==> src/inc/actuator_regs_pkg.sv <==
// Register map, codes and limits of the actuator operation register bank.
// Assumes word addressing from zero, one 16-bit word per address.
package actuator_regs_pkg;

    // Word addresses
    localparam logic [15:0] ADDR_SETPOINT  = 16'h0000;
    localparam logic [15:0] ADDR_OVERRIDE  = 16'h0001;
    localparam logic [15:0] ADDR_COMMAND   = 16'h0002;
    localparam logic [15:0] ADDR_ACT_TYPE  = 16'h0003;
    localparam logic [15:0] ADDR_REL_POS   = 16'h0004;
    localparam logic [15:0] ADDR_ABS_POS   = 16'h0005;
    localparam logic [15:0] ADDR_SENSOR    = 16'h0008;
    localparam logic [15:0] ADDR_ANALOG_SP = 16'h000C;

    // Reset values
    localparam logic [15:0] SETPOINT_RESET = 16'h0000;
    localparam logic [15:0] OVERRIDE_RESET = 16'h0000;
    localparam logic [15:0] COMMAND_RESET  = 16'h0000;

    // Value limits
    localparam logic [15:0] PERCENT_FULL   = 16'h2710;
    localparam logic [31:0] PERCENT_DIV    = 32'h0000_2710;
    localparam logic [15:0] NOT_SUPPORTED  = 16'hFFFF;
    localparam logic [15:0] ACT_TYPE_MAX   = 16'h0005;
    localparam logic [15:0] SWITCH_ON      = 16'h0001;
    localparam logic [15:0] SWITCH_OFF     = 16'h0000;

    // Override selections
    typedef enum logic [15:0] {
        OVR_NONE       = 16'h0000,
        OVR_OPEN       = 16'h0001,
        OVR_CLOSE      = 16'h0002,
        OVR_MIN        = 16'h0003,
        OVR_MID        = 16'h0004,
        OVR_MAX        = 16'h0005,
        OVR_FAST_OPEN  = 16'h0006,
        OVR_FAST_CLOSE = 16'h0007
    } override_t;

    // Service commands
    typedef enum logic [15:0] {
        CMD_NONE     = 16'h0000,
        CMD_ADAPTION = 16'h0001,
        CMD_TEST     = 16'h0002,
        CMD_SYNC     = 16'h0003,
        CMD_RESET    = 16'h0004
    } command_t;

    // Action pulse bit positions
    localparam int PULSE_ADAPTION = 0;
    localparam int PULSE_TEST     = 1;
    localparam int PULSE_SYNC     = 2;
    localparam int PULSE_DIAG     = 3;
    localparam int PULSE_COUNT    = 4;

    // Sensor type codes
    localparam logic [15:0] SENSOR_ACTIVE           = 16'h0001;
    localparam logic [15:0] LOW_OHM_RESISTIVE_TYPE  = 16'h0002;
    localparam logic [15:0] HIGH_OHM_RESISTIVE_TYPE = 16'h0003;
    localparam logic [15:0] SENSOR_SWITCH           = 16'h0004;
    localparam logic [15:0] PLATINUM_PROBE_CELSIUS  = 16'h0005;
    localparam logic [15:0] THERMISTOR_PROBE_FAHRENHEIT = 16'h000A;

endpackage

==> src/logic/actuator_operation_register_bank.sv <==
// Operation register bank of a valve or damper actuator.
// Assumes a frame decoder ahead of it that splits function codes 3, 6 and 16
// into single word accesses, and actuator logic that supplies live values.
`timescale 1ns/1ps

module actuator_operation_register_bank
(
    // Clock and reset
    input  wire logic        core_clk,
    input  wire logic        rst,
    // Word access from the frame decoder
    input  wire logic        acc_valid,
    input  wire logic        acc_write,
    input  wire logic [15:0] acc_addr,
    input  wire logic [15:0] acc_wdata,
    output logic      [15:0] acc_rdata,
    output logic             acc_done,
    // Live actuator values
    input  wire logic [15:0] actuator_type,
    input  wire logic [15:0] relative_position,
    input  wire logic [15:0] absolute_position,
    input  wire logic [15:0] sensor_kind,
    input  wire logic [15:0] sensor_raw,
    input  wire logic        analog_active,
    input  wire logic [15:0] analog_setpoint,
    // Configured travel limits
    input  wire logic [15:0] limit_min,
    input  wire logic [15:0] limit_max,
    // Drive control
    output logic      [15:0] position_target,
    output logic      [15:0] override_mode,
    output logic             start_adaption,
    output logic             start_test,
    output logic             start_sync,
    output logic             clear_diagnostics
);

    typedef struct packed {
        logic [15:0] position_setpoint;
        logic [15:0] override_control;
        logic [15:0] service_command;
        logic [15:0] rdata;
        logic        done;
        logic [actuator_regs_pkg::PULSE_COUNT-1:0] pulse;
        logic [15:0] target;
    } state_t;

    state_t st;
    state_t next_st;

    logic [15:0] span;
    logic [31:0] scaled;
    logic [31:0] offset;
    logic        wr;

    // Only the three control words take writes
    function automatic logic writable(input logic [15:0] a);
        writable = (a == actuator_regs_pkg::ADDR_SETPOINT) ||
                   (a == actuator_regs_pkg::ADDR_OVERRIDE) ||
                   (a == actuator_regs_pkg::ADDR_COMMAND);
    endfunction

    // Sensor word depends on the configured sensor type
    function automatic logic [15:0] sensor_word(input logic [15:0] kind,
                                                input logic [15:0] raw);
        if (kind == actuator_regs_pkg::SENSOR_ACTIVE)
            sensor_word = raw;
        else if (kind == actuator_regs_pkg::LOW_OHM_RESISTIVE_TYPE ||
                 kind == actuator_regs_pkg::HIGH_OHM_RESISTIVE_TYPE)
            sensor_word = raw;
        else if (kind == actuator_regs_pkg::SENSOR_SWITCH)
            sensor_word = (raw != 16'h0000) ? actuator_regs_pkg::SWITCH_ON
                                            : actuator_regs_pkg::SWITCH_OFF;
        else if (kind >= actuator_regs_pkg::PLATINUM_PROBE_CELSIUS &&
                 kind <= actuator_regs_pkg::THERMISTOR_PROBE_FAHRENHEIT)
            sensor_word = raw;
        else
            sensor_word = actuator_regs_pkg::NOT_SUPPORTED;
    endfunction

    assign wr = acc_valid && acc_write;

    // Inverted limits give no travel rather than a wrapped span
    assign span   = (limit_max > limit_min) ? (limit_max - limit_min) : 16'h0000;
    assign scaled = 32'(st.position_setpoint) * 32'(span);
    assign offset = scaled / actuator_regs_pkg::PERCENT_DIV;

    always_comb
    begin
        next_st        = st;
        next_st.done   = 1'b0;
        next_st.pulse  = '0;
        next_st.target = limit_min + offset[15:0];

        // Command stays visible one cycle, then fires and returns to none
        if (st.service_command != actuator_regs_pkg::CMD_NONE)
        begin
            next_st.service_command = actuator_regs_pkg::COMMAND_RESET;
            case (st.service_command)
                actuator_regs_pkg::CMD_ADAPTION:
                    next_st.pulse[actuator_regs_pkg::PULSE_ADAPTION] = 1'b1;
                actuator_regs_pkg::CMD_TEST:
                    next_st.pulse[actuator_regs_pkg::PULSE_TEST] = 1'b1;
                actuator_regs_pkg::CMD_SYNC:
                    next_st.pulse[actuator_regs_pkg::PULSE_SYNC] = 1'b1;
                actuator_regs_pkg::CMD_RESET:
                    next_st.pulse[actuator_regs_pkg::PULSE_DIAG] = 1'b1;
                default:
                    next_st.pulse = '0;
            endcase
        end

        if (acc_valid)
        begin
            next_st.done = 1'b1;
            next_st.rdata = actuator_regs_pkg::NOT_SUPPORTED;
            case (acc_addr)
                actuator_regs_pkg::ADDR_SETPOINT:
                    next_st.rdata = st.position_setpoint;
                actuator_regs_pkg::ADDR_OVERRIDE:
                    next_st.rdata = st.override_control;
                actuator_regs_pkg::ADDR_COMMAND:
                    next_st.rdata = st.service_command;
                actuator_regs_pkg::ADDR_ACT_TYPE:
                    if (actuator_type <= actuator_regs_pkg::ACT_TYPE_MAX)
                        next_st.rdata = actuator_type;
                actuator_regs_pkg::ADDR_REL_POS:
                    if (relative_position <= actuator_regs_pkg::PERCENT_FULL)
                        next_st.rdata = relative_position;
                actuator_regs_pkg::ADDR_ABS_POS:
                    next_st.rdata = absolute_position;
                actuator_regs_pkg::ADDR_SENSOR:
                    next_st.rdata = sensor_word(sensor_kind, sensor_raw);
                actuator_regs_pkg::ADDR_ANALOG_SP:
                    if (analog_active && analog_setpoint <= actuator_regs_pkg::PERCENT_FULL)
                        next_st.rdata = analog_setpoint;
                default:
                    next_st.rdata = actuator_regs_pkg::NOT_SUPPORTED;
            endcase
            // Writes answer with the word held before the write; out-of-range values are dropped
            if (acc_write)
            begin
                case (acc_addr)
                    actuator_regs_pkg::ADDR_SETPOINT:
                        if (acc_wdata <= actuator_regs_pkg::PERCENT_FULL)
                            next_st.position_setpoint = acc_wdata;
                    actuator_regs_pkg::ADDR_OVERRIDE:
                        if (acc_wdata <= actuator_regs_pkg::OVR_FAST_CLOSE)
                            next_st.override_control = acc_wdata;
                    actuator_regs_pkg::ADDR_COMMAND:
                        if (acc_wdata <= actuator_regs_pkg::CMD_RESET)
                            next_st.service_command = acc_wdata;
                    default:
                        next_st.override_control = st.override_control;
                endcase
            end
        end
    end

    always_ff @(posedge core_clk)
    begin
        if (rst)
        begin
            st                   <= '0;
            st.position_setpoint <= actuator_regs_pkg::SETPOINT_RESET;
            st.override_control  <= actuator_regs_pkg::OVERRIDE_RESET;
            st.service_command   <= actuator_regs_pkg::COMMAND_RESET;
        end
        else
        begin
            st <= next_st;
        end
    end

    // Straight from the state flops
    assign acc_rdata         = st.rdata;
    assign acc_done          = st.done;
    assign position_target   = st.target;
    assign override_mode     = st.override_control;
    assign start_adaption    = st.pulse[actuator_regs_pkg::PULSE_ADAPTION];
    assign start_test        = st.pulse[actuator_regs_pkg::PULSE_TEST];
    assign start_sync        = st.pulse[actuator_regs_pkg::PULSE_SYNC];
    assign clear_diagnostics = st.pulse[actuator_regs_pkg::PULSE_DIAG];
endmodule // actuator_operation_register_bank

==> config.mk <==
export PLATFORM = sky130hd
export DESIGN_NAME = actuator_operation_register_bank
export DESIGN_NICKNAME = d
export VERILOG_FILES = /design/src/inc/actuator_regs_pkg.sv /design/src/logic/actuator_operation_register_bank.sv
export SDC_FILE = /design/constraint.sdc
export NUM_CORES = 1
export LEC_CHECK = 0
export ABC_CLOCK_PERIOD_IN_PS = 40700
export BUFFER_PORTS_ARGS = -buffer_cell sky130_fd_sc_hd__buf_4
export CAP_MARGIN = 20
export CORE_MARGIN = 2
export CORE_UTILIZATION = 47
export CTS_CLUSTER_SIZE = 12
export DETAILED_ROUTE_END_ITERATION = 16
export GPL_TIMING_DRIVEN = 0
export PLACE_DENSITY = 0.66
export SETUP_SLACK_MARGIN = 0.2
export SLEW_MARGIN = 20
export SYNTH_ARGS = -nofsm -noshare
export SYNTH_HDL_FRONTEND = slang
export SYNTH_SLANG_ARGS = --single-unit
==> constraint.sdc <==
create_clock -name core_clk -period 40.7 [get_ports core_clk]
set_input_delay 0 -clock core_clk [delete_from_list [all_inputs] [get_ports core_clk]]
set_output_delay 0 -clock core_clk [all_outputs]
set_load 0.005 [all_outputs]
==> results.sh <==
export IMPL_cp_start_kind="input port"
export IMPL_cpMostUsedCell="a21o_1"
export IMPL_place_congestion=0.941
export IMPL_yosys_warnings=0
export IMPL_ys_types=155
export IMPL_worst_skew_pair_late_latency_ns=0.38
export IMPL_p_per_area_nw_per_um2=9.70
export IMPL_grt_use_met3_pct=4.34
export IMPL_period_needed_ns=29.56
export IMPL_fp_dieW_microns=221
export IMPL_clock_root_buffer="clkbuf_16"
export IMPL_wl_microns=70600
export IMPL_cts_buffers=9
export IMPL_cts_tree="yes"
export IMPL_dieHeight_microns=221
export IMPL_max_cap_violations=0
export IMPL_status="complete, no violations"
export IMPL_cp_arrival_ns=29.81
export IMPL_grt_first_pass_wirelength_microns=115000
export IMPL_synth_edf_count=0
export IMPL_ys_seq_area_share_pct=7.69
export IMPL_antenna_found_initial=1
export IMPL_hold_buffers=18
export IMPL_fin_skew_ns=0.0229
export IMPL_grt_pass1_vias=21342
export IMPL_core_area_sq_um=46600
export IMPL_vias=21335
export IMPL_route_detailed_drc=0
export IMPL_rows=79
export IMPL_synth_main_ff_cell="dfxtp_1"
export IMPL_grtUsageTotal_pct=28.7
export IMPL_firstDrtPassIters=8
export IMPL_hold_class="input port to flip-flop"
export IMPL_ff2ff_path_depth=102
export IMPL_end_kind="flip-flop"
export IMPL_post_route_util_pct=53.8
export IMPL_area_growth_pct=13.2
export IMPL_nets=3517
export IMPL_r2r_end="position_target[15]"
export IMPL_vdd_drop_max_mv=0.0254
export IMPL_drive_gt1_share_pct=16.7
export IMPL_grt_max_degree=18
export IMPL_slew_headroom_pct=25.0
export IMPL_io_pins=218
export IMPL_drt_iter0_drc=1745
export IMPL_ys_seq_elements=85
export IMPL_vias_per_cell=5.87
export IMPL_dieArea_sq_um=48900
export IMPL_rsz0062_at_grt="false"
export IMPL_power_uw=243
export IMPL_async_reset_ff_share_pct=0
export IMPL_grt_use_met1_pct=37.7
export IMPL_p_leak_nw=11.5
export IMPL_grtUsageMet2_pct=49.1
export IMPL_critPathMaxStageDelay_ns=0.64
export IMPL_initial_core_util_pct=47.6
export IMPL_fin_area_sq_um=25100
export IMPL_cts_max_path_buffers=2
export IMPL_post_cts_buffers=0
export IMPL_crit_start="limit_min[1]"
export IMPL_hpwl_microns=58200
export IMPL_required_ns=40.95
export IMPL_wl_per_cell_microns=19.4
export IMPL_critPathSlowestCell="nor2_1"
export IMPL_r2r_start="st[82]"
export IMPL_cp_endpoint="position_target[15]"
export IMPL_critPathMaxFanout=10
export IMPL_synth_area_sq_um=22100
export IMPL_r2r_slack_ns=13.64
export IMPL_finalMaxSlewViolations=0
export IMPL_grt_busiest_layer="met2"
export IMPL_fmax_mhz=33.8
export IMPL_critical_path_class="input port to flip-flop"
export IMPL_drtAntennaViolNets=0
export IMPL_cts_max_level=3
export IMPL_worst_pin_slew_ns=1.12
export IMPL_overflow=0
export IMPL_setup_viol=0
export IMPL_syn_inst=2765
export IMPL_cts_resized=0
export IMPL_clkTransAtPathRegs_ns=0.09
export IMPL_finalHoldViolations=0
export IMPL_syn_area_per_cell_sq_um=8.01
export IMPL_clkSinkCount=85
export IMPL_finalSetupTns_ns=0
export IMPL_post_route_period_util_pct=72.6
export IMPL_postPlaceCellArea_sq_um=24600
export IMPL_io_buffers=214
[cell families after synthesis]
kind of cell | synth area share [%]
compound gates | 24.5
xor+xnor | 7.02
fa+ha+maj | 26.0
buf+inv | 8.99
flops | 7.69
mux | 2.13
other cells | 0.0169
simple gates | 23.6
[registers in the layout, summed over array words and instances, names as in the netlist]
signal,count
override_mode,16
position_target,16
clear_diagnostics,1
start_adaption,1
acc_done,1
acc_rdata,16
st,32
start_test,1
start_sync,1
[area by class of cell]
cell class	count	area (sq um)
antenna	1	2.50
buffer	155	911
clock buffer	9	225
clock inverter	7	91.3
fill	4494	21500
inverter	285	1080
multi-input combinational	2252	18500
sequential	85	1700
tap	607	759
timing repair buffer	233	1790
[synthesized netlist by cell type (all sizes together) (60+ instances only)]
cell type	n	area, sq um
a21o	61	468
a21oi	130	707
and2	167	1060
buf	93	667
clkbuf	61	234
dfxtp	85	1700
fa	196	3920
ha	135	1690
inv	285	1080
nand2	254	963
nand3	60	323
nor2	227	875
nor3	71	397
o21ai	116	629
xnor2	119	1160
[worst max-delay path: cells and delay by family]
family,cells,cell delay [ns]
xor+xnor,9,2.90
compound gates,71,16.27
mux,1,0.40
simple gates,18,4.05
fa+ha+maj,10,4.39
buf+inv,12,1.72
[where the power goes]
group	switching (mW)	internal [mW]
clock network	0.0456	0.0493
logic	0.0357	0.0253
registers	0.00137	0.0859
total	0.0826	0.160
[worst min-delay path by stage]
stage / start / endpoint / slack, ns / depth (start not counted)
4_1_cts: absolute_position[12] / acc_rdata[12] / 0.002 / 3
6_report: absolute_position[12] / acc_rdata[12] / 0.02 / 3
3_3_place_gp: acc_wdata[6] / st[75] / 0.27 / 3
5_1_grt: absolute_position[8] / acc_rdata[8] / 0.02 / 3
2_1_floorplan: acc_wdata[0] / st[37] / 0.12 / 1
3_5_place_dp: acc_wdata[6] / st[75] / 0.27 / 3
[stage by stage]
stage | hold WS (ns) | worst slack, ns | cells
global route | 0.0193 | 9.06 | 3633
global placement | 0.274 | 11.49 | 3598
detailed placement | 0.274 | 11.16 | 3599
finish | 0.0166 | 11.14 | 3634
CTS | 0.00163 | 11.46 | 3633
floorplan | 0.122 | 15.77 | 2777
[per-layer routing]
metal,up-vias,wire (microns)
li1,10194,-
met1,10328,30400
met2,702,33900
met3,111,4440
met4,0,1880
met5,-,0
[cells in the final DEF, fill, tap and decap left out, types with 21 or more instances in the layout]
cell | Yosys | final
o21ai_1 | 43 | 43
xor2_1 | 41 | 41
nand4_1 | 31 | 31
nand2_1 | 250 | 250
mux2i_1 | 36 | 36
nor3_1 | 64 | 63
inv_1 | 276 | 276
ha_1 | 135 | 135
nor2b_1 | 21 | 21
o21ai_0 | 66 | 66
a221oi_1 | 23 | 23
nand2b_1 | 22 | 22
nand3_1 | 57 | 57
o21bai_1 | 28 | 28
dfxtp_1 | 85 | 85
fa_1 | 196 | 196
a21oi_1 | 117 | 117
and2_1 | 160 | 160
a21o_1 | 58 | 58
xnor2_1 | 103 | 103
a31oi_1 | 31 | 31
nor2_1 | 220 | 220
nor4_1 | 32 | 31
buf_4 | 63 | 278
clkbuf_1 | 59 | 59
o211ai_1 | 27 | 27
(Power assumes the default switching activity.)
